File: src/core/sfp_pkg.sv
package sfp_pkg;

    // Byte addresses of the 24-bit output D divider configuration register
    localparam logic [7:0]  SFP_ADDR_CFG_HI   = 8'h89;
    localparam logic [7:0]  SFP_ADDR_CFG_MID  = 8'h8A;
    localparam logic [7:0]  SFP_ADDR_CFG_LO   = 8'h8B;
    localparam logic [23:0] SFP_CFG_RESET     = 24'h000040;

    // Field positions
    localparam int          SFP_MODE_MSB      = 23;
    localparam int          SFP_MODE_LSB      = 20;
    localparam int          SFP_TYPE_BIT      = 19;
    localparam int          SFP_POL_BIT       = 18;
    localparam int          SFP_SRC_MSB       = 17;
    localparam int          SFP_SRC_LSB       = 16;
    localparam int          SFP_RATE_MSB      = 15;
    localparam int          SFP_CFG_W         = 24;
    localparam int          SFP_RATE_W        = 16;
    localparam logic [3:0]  SFP_MODE_SPECIAL  = 4'hF;

    // Synchroniser lanes
    localparam int          SFP_LANE_BASE     = 3;
    localparam int          SFP_LANES         = 4;

    typedef enum logic [1:0] {
        SFP_SRC_A  = 2'b00,
        SFP_SRC_B  = 2'b01,
        SFP_SRC_C  = 2'b10,
        SFP_SRC_LF = 2'b11
    } sfp_src_t;

    typedef enum logic [1:0] {
        SFP_OUT_DIV   = 2'b00,
        SFP_OUT_LF    = 2'b01,
        SFP_OUT_FRAME = 2'b10
    } sfp_mode_t;

    typedef struct packed {
        logic [SFP_CFG_W-1:0]  cfg;
        logic [SFP_LANES-1:0]  s1;
        logic [SFP_LANES-1:0]  s2;
        logic [SFP_LANES-1:0]  s3;
        logic [SFP_RATE_W-1:0] fcnt;
        logic                  pulse;
        logic                  out;
        logic [7:0]            rd;
    } sfp_state_t;

    localparam sfp_state_t SFP_STATE_RESET = '{cfg: SFP_CFG_RESET, default: '0};

endpackage

File: src/core/sfp_half_div.sv
`timescale 1ns/1ps
`default_nettype none
module sfp_half_div
    import sfp_pkg::*;
#(
    parameter int W = 24
) (
    input  wire logic         clk_in,
    input  wire logic         nrst_in,
    input  wire logic         restart_in,
    input  wire logic         tick_in,
    input  wire logic [W-1:0] div_in,
    output var  logic         div_out
);

    generate
        if (W < 2) begin : g_bad_w
            $error("sfp_half_div: W must be at least 2");
        end
    endgenerate

    typedef struct packed {
        logic [W-1:0] cnt;
        logic         out;
    } sfp_div_state_t;

    sfp_div_state_t q;
    sfp_div_state_t d;
    logic [W-1:0]   div_eff;
    logic [W:0]     half;
    logic [W-1:0]   cnt_nx;

    always_comb begin
        d       = q;
        // Divide by 0 or 1 runs as divide by 2
        div_eff = (div_in < W'(2)) ? W'(2) : div_in;
        // High phase is the larger half, so odd ratios skew by one tick only
        half    = ({1'b0, div_eff} + (W+1)'(1)) >> 1;
        cnt_nx  = (q.cnt >= div_eff - W'(1)) ? '0 : q.cnt + W'(1);
        if (restart_in) begin
            d.cnt = '0;
            d.out = 1'b1;
        end else if (tick_in) begin
            d.cnt = cnt_nx;
            d.out = ({1'b0, cnt_nx} < half);
        end
    end

    always_ff @(posedge clk_in) begin
        if (!nrst_in) begin
            q <= '{cnt: '0, out: 1'b1};
        end else begin
            q <= d;
        end
    end

    assign div_out = q.out;
endmodule
`default_nettype wire

File: src/core/sfp_frame_gen.sv
`timescale 1ns/1ps
`default_nettype none
module sfp_frame_gen
    import sfp_pkg::*;
(
    input  wire logic       CLK_IN,
    input  wire logic       NRST_IN,
    input  wire logic       WR_EN_IN,
    input  wire logic [7:0] ADDR_IN,
    input  wire logic [7:0] WR_DATA_IN,
    output var  logic [7:0] RD_DATA_OUT,
    input  wire logic       POSTDIV_A_IN,
    input  wire logic       POSTDIV_B_IN,
    input  wire logic       POSTDIV_C_IN,
    input  wire logic       BASE_CLK_IN,
    output var  logic       POSTDIV_D_OUT
);

    sfp_state_t             q;
    sfp_state_t             d;
    sfp_mode_t              mode;
    sfp_src_t               src;
    logic [SFP_RATE_W-1:0]  rate;
    logic [SFP_RATE_W-1:0]  rate_last;
    logic [SFP_LANES-1:0]   rise;
    logic [SFP_LANES-1:0]   fall;
    logic                   sel_rise;
    logic                   sel_fall;
    logic                   boundary;
    logic                   restart;
    logic                   pol;
    logic                   edge_type;
    logic                   div_tick;
    logic [SFP_CFG_W-1:0]   div_val;
    logic                   div_clk;

    always_comb begin
        rate      = q.cfg[SFP_RATE_MSB:0];
        src       = sfp_src_t'(q.cfg[SFP_SRC_MSB:SFP_SRC_LSB]);
        pol       = q.cfg[SFP_POL_BIT];
        edge_type = q.cfg[SFP_TYPE_BIT];
        if (q.cfg[SFP_MODE_MSB:SFP_MODE_LSB] != SFP_MODE_SPECIAL) begin
            mode = SFP_OUT_DIV;
        end else if (src == SFP_SRC_LF) begin
            mode = SFP_OUT_LF;
        end else begin
            mode = SFP_OUT_FRAME;
        end
        rate_last = (rate == '0) ? '0 : rate - SFP_RATE_W'(1);
        rise      = q.s2 & ~q.s3;
        fall      = ~q.s2 & q.s3;
        unique case (src)
            SFP_SRC_A: begin
                sel_rise = rise[0];
                sel_fall = fall[0];
            end
            SFP_SRC_B: begin
                sel_rise = rise[1];
                sel_fall = fall[1];
            end
            SFP_SRC_C: begin
                sel_rise = rise[2];
                sel_fall = fall[2];
            end
            SFP_SRC_LF: begin
                sel_rise = 1'b0;
                sel_fall = 1'b0;
            end
        endcase
        boundary = sel_rise && (q.fcnt == rate_last);
        restart  = WR_EN_IN && (ADDR_IN == SFP_ADDR_CFG_HI || ADDR_IN == SFP_ADDR_CFG_MID
                   || ADDR_IN == SFP_ADDR_CFG_LO);
        // Low-frequency mode counts both base edges, i.e. ticks at twice the base rate
        if (mode == SFP_OUT_LF) begin
            div_tick = rise[SFP_LANE_BASE] | fall[SFP_LANE_BASE];
            div_val  = {8'h00, rate};
        end else begin
            div_tick = 1'b1;
            div_val  = q.cfg;
        end
    end

    sfp_half_div #(
        .W          (SFP_CFG_W)
    ) u_div (
        .clk_in     (CLK_IN),
        .nrst_in    (NRST_IN),
        .restart_in (restart),
        .tick_in    (div_tick),
        .div_in     (div_val),
        .div_out    (div_clk)
    );

    always_comb begin
        d    = q;
        d.s1 = {BASE_CLK_IN, POSTDIV_C_IN, POSTDIV_B_IN, POSTDIV_A_IN};
        d.s2 = q.s1;
        d.s3 = q.s2;
        if (mode == SFP_OUT_FRAME) begin
            if (sel_rise) begin
                d.fcnt = boundary ? '0 : q.fcnt + SFP_RATE_W'(1);
            end
            if (edge_type && sel_rise) begin
                d.pulse = boundary;
            end else if (!edge_type && sel_fall) begin
                d.pulse = (q.fcnt == rate_last);
            end
        end else begin
            d.fcnt  = '0;
            d.pulse = 1'b0;
        end
        if (restart) begin
            d.fcnt  = '0;
            d.pulse = 1'b0;
            unique case (ADDR_IN)
                SFP_ADDR_CFG_HI:  d.cfg[23:16] = WR_DATA_IN;
                SFP_ADDR_CFG_MID: d.cfg[15:8]  = WR_DATA_IN;
                default:          d.cfg[7:0]   = WR_DATA_IN;
            endcase
        end
        d.out = (mode == SFP_OUT_FRAME) ? (q.pulse ^ pol) : div_clk;
        unique case (ADDR_IN)
            SFP_ADDR_CFG_HI:  d.rd = q.cfg[23:16];
            SFP_ADDR_CFG_MID: d.rd = q.cfg[15:8];
            SFP_ADDR_CFG_LO:  d.rd = q.cfg[7:0];
            default:          d.rd = 8'h00;
        endcase
    end

    always_ff @(posedge CLK_IN) begin
        if (!NRST_IN) begin
            q <= SFP_STATE_RESET;
        end else begin
            q <= d;
        end
    end

    assign RD_DATA_OUT   = q.rd;
    assign POSTDIV_D_OUT = q.out;
endmodule
`default_nettype wire

File: config.mk
export PLATFORM = sky130hd
export DESIGN_NAME = sfp_frame_gen
export DESIGN_NICKNAME = d
export VERILOG_FILES = /design/src/core/sfp_pkg.sv /design/src/core/sfp_half_div.sv /design/src/core/sfp_frame_gen.sv
export SDC_FILE = /design/constraint.sdc
export NUM_CORES = 1
export LEC_CHECK = 0
export BUFFER_PORTS_ARGS = -buffer_cell sky130_fd_sc_hd__buf_2
export CAP_MARGIN = 30
export CORE_ASPECT_RATIO = 1.1
export CORE_MARGIN = 2
export CORE_UTILIZATION = 60
export CTS_CLUSTER_DIAMETER = 50
export CTS_CLUSTER_SIZE = 16
export DETAILED_ROUTE_END_ITERATION = 7
export PLACE_DENSITY_LB_ADDON = 0.05
export SETUP_SLACK_MARGIN = 0.5
export SYNTH_ARGS = -nofsm -noshare
export SYNTH_HDL_FRONTEND = slang
export SYNTH_SLANG_ARGS = --single-unit
File: constraint.sdc
create_clock -name CLK_IN -period 16.92 [get_ports CLK_IN]
set_input_delay 1.692 -clock CLK_IN [delete_from_list [all_inputs] [get_ports CLK_IN]]
set_output_delay 1.692 -clock CLK_IN [all_outputs]
set_load 0.1 [all_outputs]
**Word level (Yosys, flattened, before mapping)**

Cells that the tools add are included.
Widths: inputs -> output; s select.

- Bits in registers: 87
- Input port bits: 23
- Output and inout bits: 9
- Logic and storage cells: 69

- Add/sub/neg operators: 5
- Order comparisons: 3
- Eq/ne operators: 10
- Multiplexer cells: 14
- Bitwise operators: 9
- Reductions and logical operators: 16

Operators by type and width:

| kind | number |
|---|---|
| $mux 24 | 3 |
| $mux 16 | 2 |
| $add 24x1->25 const B | 1 |
| $add 24x1->24 const B | 1 |
| $eq 8x8->1 const B | 3 |
| $ge 24x24->1 | 1 |
| $lt 24x2->1 const B | 1 |
| $lt 24x24->1 | 1 |
| $pmux 8 s3 | 1 |
| $sub 24x1->24 const B | 1 |
| $add 16x1->16 const B | 1 |
| $eq 16x16->1 | 1 |
| $logic_not 16->1 | 1 |
| $sub 16x1->16 const B | 1 |
| $and 4x4->4 | 2 |
| $not 4->4 | 2 |
| $pmux 1 s4 | 2 |
| $eq 2x2->1 const B | 3 |
| $reduce_and 2->1 | 3 |
| $eq 2x1->1 const B | 2 |
| $logic_and 1x1->1 | 4 |
| $mux 1 | 4 |
| $mux 2 | 2 |
| $ne 4x4->1 const B | 1 |
| 9 further kinds | 13 |

**Depth between registers and ports, before layout**

- Word-level depth: 11
- Gate-level depth with buffers: 31
- Depth with buffers taken out: 26

**Cells and area by module**

From an unflattened synthesis, not the netlist that was laid out.

- Cell total of the unflattened synthesis: 914
- Area, all modules: 7453.4 um^2

Modules (own cells, without submodules):

| module | times used | cells an instance | area an instance (um^2) | seq. area each (um^2) |
|---|---|---|---|---|
| sfp_half_div | 1 | 508 | 3804.9 | 500.5 |
| sfp_frame_gen | 1 | 406 | 3648.5 | 1241.2 |

**Least setup slack after synthesis**

Ideal clock, no wire load.

- Kind: reg2reg
- Start point: reg q[58] in the netlist's numbering
- End point: reg u_div.q (netlist bit u_div.div_out)
- Library setup time: 0.122 ns
- Arrival: 6.476 ns
- Data required time: 16.798 ns
- Setup slack: 10.323 ns
- Stages on the path, launching flop included: 30
- Path buffers: 5
- Clock period less this slack: 6.597 ns
- Cells stage by stage: dfxtp_1 > clkbuf_1 > nand4_1 > nor3_1 > a31oi_1 > or4_1 > clkbuf_1 > nand2_1 > ha_1 > nand2_1 > nor2_1 > a21oi_1 > a311o_1 > ha_1 > nand4_1 > or2_2 > nor2_1 > o21ai_0 > o221ai_1 > clkbuf_1 > clkbuf_1 > clkbuf_1 > nor2_1 > ha_1 > nand3_1 > nor3_1 > nand2_1 > a2111oi_0 > o21ai_0 > a221o_1

- Cells in the longest elaborated chain, start to end: 10

Ends and longest elaborated chain:

| what | RTL line | source |
|---|---|---|
| from (decl) | sfp_frame_gen.sv:19 | `sfp_state_t q;` |
| from (signal assigned) | sfp_frame_gen.sv:132 | `q <= SFP_STATE_RESET;` |
| from (signal assigned) | sfp_frame_gen.sv:134 | `q <= d;` |
| $ne 4x4->1 | sfp_frame_gen.sv:42 | `if (q.cfg[SFP_MODE_MSB:SFP_MODE_LSB] != SFP_MODE_SPECIAL) begin` |
| $mux 2 | sfp_frame_gen.sv:42 |  |
| $eq 2x1->1 | sfp_frame_gen.sv:74 | `if (mode == SFP_OUT_LF) begin` |
| $mux 24 (*) | sfp_frame_gen.sv:74 |  |
| $lt 24x2->1 | sfp_half_div.sv:36 | `div_eff = (div_in < W'(2)) ? W'(2) : div_in;` |
| $mux 24 (*) | sfp_half_div.sv:36 |  |
| $sub 24x1->24 (*) | sfp_half_div.sv:39 | `cnt_nx = (q.cnt >= div_eff - W'(1)) ? '0 : q.cnt + W'(1);` |
| $ge 24x24->1 (*) | sfp_half_div.sv:39 |  |
| $mux 24 (*) | sfp_half_div.sv:39 |  |
| net u_div.cnt_nx[23] | sfp_half_div.sv:31 | `logic [W-1:0] cnt_nx;` |
| $lt 24x24->1 (*) | sfp_half_div.sv:45 | `d.out = ({1'b0, cnt_nx} < half);` |
| to (signal assigned) | sfp_half_div.sv:51 | `q <= '{cnt: '0, out: 1'b1};` |
| to (decl) | sfp_half_div.sv:27 | `sfp_div_state_t q;` |

Mark *: on every way through the listed nets, which the timed path passes. The rest lies on a longest branch.
A chain may end at the register's enable or synchronous reset.

**Worst setup path after layout**

- Start point: reg q[41] in the netlist's numbering
- End point: reg u_div.q (netlist bit u_div.div_out)

- Cells in the longest elaborated chain, start to end: 7

Ends and longest elaborated chain:

| what | RTL line |
|---|---|
| $mux 24 (*) | sfp_frame_gen.sv:74 |
| $lt 24x2->1 | sfp_half_div.sv:36 |
| $mux 24 (*) | sfp_half_div.sv:36 |
| $sub 24x1->24 (*) | sfp_half_div.sv:39 |
| $ge 24x24->1 (*) | sfp_half_div.sv:39 |
| $mux 24 (*) | sfp_half_div.sv:39 |
| net u_div.cnt_nx[23] | sfp_half_div.sv:31 |
| $lt 24x24->1 (*) | sfp_half_div.sv:45 |

Marked as above.

==> metrics <==
status=complete, no violations; Total Wirelength=17970 um; syn_area_per_cell=7.828 um^2; RSZ-0062 raised after global routing=false; fin util=0.6557; crit share post-route=0.4498; Vias=6206; I/O pin count=32; Rows=40; # setup viols final=0; vias per inst=6.151; CTS H-tree lvls=3; Arr. time, crit path=7.86 ns; Syn Std Cell Area=6803 um^2; CTS buffer count=9; Post-DRT Antenna Nets=0; post-synthesis sequential area ratio=0.2560; first-pass iteration count of the detailed router=5; Slew Viols, Final=0; Hold Slack=0.4374 ns; Synth cell types=76; Area growth syn-to-layout=6.125%; DIE AREA=12210 um^2; Worst-Skew Late Latency=0.36 ns; crit-path max FO=33; Max VDD drop=0.00006476 V; Die Span X=105.5 um; Reg clk slew, reported paths=0.07 ns; worst rel slew slack=0.3541; Cells after Synth=869; path type of the worst setup path=flip-flop to flip-flop; fraction of registers with async set/reset=0; Inserted Diodes=0; first-pass GRT wire length=30010 um; initial antenna violation count=0; Static Leakage=2.858 nW; Post-synth EDFFs=0; height of the die=115.7 um; max cap viols=0; Non-Filler Instances=1009; crit start category=flip-flop; flip-flop and latch count after synthesis=87; Port-buffer cells=31; CTS Buffer Depth=2; placed cell count=993; Synth Net Count=945; Worst Hold Class=flip-flop to flip-flop; Critical Path RT=17.17 ns; Ys Warns=0; vias in the first global route=5911; Worst-Margin Slew=0.9658 ns; Post-CTS Setup Repair Bufs=0; Clock Sinks=87; Nets=933; Post-CTS Resized=0; share of cells above drive strength 1=0.1032; Setup TNS=0 ns; Period minus WS final=7.610 ns; Root Buffer=clkbuf_16; Crit. End Element=flip-flop; CTS tree=yes; starting DRC count in detailed routing=476; largest net degree at the start of global routing=34; GP Congestion=0.9625; ys flop type=dfxtp_1; Post-route DRC=0; max frequency=131.4 MHz; Hold Buf Count CTS=0; Overall Power=430.9 uW; Worst Clk Skew=0.009871 ns; DR WL/cell=17.81 um; Fin. Hold Viols=0; remaining global-route overflow=0; Initial Util=0.6178; detailed placer's ending HPWL=13530 um; core box area=11010 um^2; Power Density=59.68 nW/um^2; all-layer global routing usage=0.3088
## report_power, final
part           switching, mW  internal [mW]  leakage (nW)
Combinational         0.0123        0.00774          2.00
Clock                 0.0974          0.105         0.150
Sequential           0.00145          0.207         0.704
## area by class of cell
class	instances	area, um^2
Clock buffer	9	225.2
Clock inverter	7	86.33
Fill cell	1002	3791
Inverter	23	86.33
Multi-Input combinational cell	699	4688
Sequential cell	87	1742
Tap cell	147	183.9
Timing Repair Buffer	37	207.7
## layout by cell type, fill, tap and decap left out, types with 3 or more instances in the layout
cell type and n:
a221o_1 3, nor3b_1 4, nor2_2 11, or3_1 12, a21oi_1 49, a31oi_1 3
nand3_1 32, mux2_2 7, clkbuf_16 9, nand4_1 19, buf_4 4, nand2_1 76
nand3b_1 14, xnor2_1 47, nand2b_1 5, mux2i_1 25, xor2_1 34, and2_1 16
nor2b_1 13, inv_1 22, buf_2 31, clkinv_8 3, ha_1 53, o21ai_0 42
nor2_1 111, a21o_1 12, o211ai_1 3, nor3_1 20, a22oi_1 12, and4_1 8
dfxtp_1 87, a211oi_1 5, and3_1 17
## worst max-delay path: stages (launching register included)
cell and delay (ns):
dfxtp_1 0.49, nor4_2 0.81, nand3_1 0.24, or4_1 0.71, nand2_1 0.18, ha_1 0.29
nand2_1 0.15, nor2_1 0.45, a21oi_1 0.13, a311o_1 0.35, ha_1 0.27, nand4_1 0.09
or2_2 0.35, nor2_1 0.10, o21ai_0 0.10, o221ai_2 0.52, buf_4 0.42, nor2_1 0.09
ha_1 0.30, nand3_1 0.11, nor3_1 0.31, nand2_1 0.13, a2111oi_0 0.40, o21ai_0 0.15
a221o_1 0.33
## stage by stage
step	worst slack [ns]	cell area, um^2
CTS	9.350	7219
finish	9.310	7219
global placement	9.730	6885
detailed placement	9.347	6908
global route	8.755	7219
floorplan	10.32	6803
## metal layers
metal  up-vias  wire length, um  track usage
met5         -                0            0
met3        44             1035      0.04837
li1       3034                -            -
met2       210             8650       0.5234
met1      2918             7748       0.3935
met4         0              533       0.1316
## cells by family after synthesis
logic type	count (synthesis)	share of synthesized area
buffers and inverters	83	0.05628
adders and majority gates	53	0.09748
AOI/OAI and AO/OA	158	0.1501
xor gates and xnor gates	82	0.1076
other	1	0.0005512
and+or+nand+nor	373	0.2836
DFF	87	0.2560
muxes	32	0.04837
## flip-flops by register name (all words and copies together) (netlist names)
name           count
u_div.q           24
u_div.div_out      1
q                 43
RD_DATA_OUT        8
d                  8
pol                1
edge_type          1
POSTDIV_D_OUT      1
## cell usage after synthesis, types with 13 or more instances
cell | n | area share
a21oi_1 | 49 | 0.036
clkbuf_1 | 36 | 0.020
xnor2_1 | 47 | 0.061
and3_1 | 17 | 0.016
nor3_1 | 20 | 0.015
dfxtp_1 | 87 | 0.26
nand3b_1 | 14 | 0.015
nor2_1 | 111 | 0.061
nand2_1 | 76 | 0.042
mux2i_1 | 25 | 0.037
nand4_1 | 19 | 0.017
o21ai_0 | 42 | 0.031
and2_1 | 16 | 0.015
nor2b_1 | 13 | 0.012
nand3_1 | 32 | 0.024
inv_1 | 22 | 0.012
xor2_1 | 34 | 0.044
ha_1 | 53 | 0.097
## final timing paths
check | to | cells after the start | slack [ns] | from
worst max-delay path | u_div.div_out | 24 | 9.31 | q[41]
worst min-delay path | d[28] | 1 | 0.44 | d[32]
worst max register to register | u_div.div_out | 24 | 9.31 | q[41]
worst min register to register | d[28] | 1 | 0.44 | d[32]
Power figures use the tool's default switching activity.
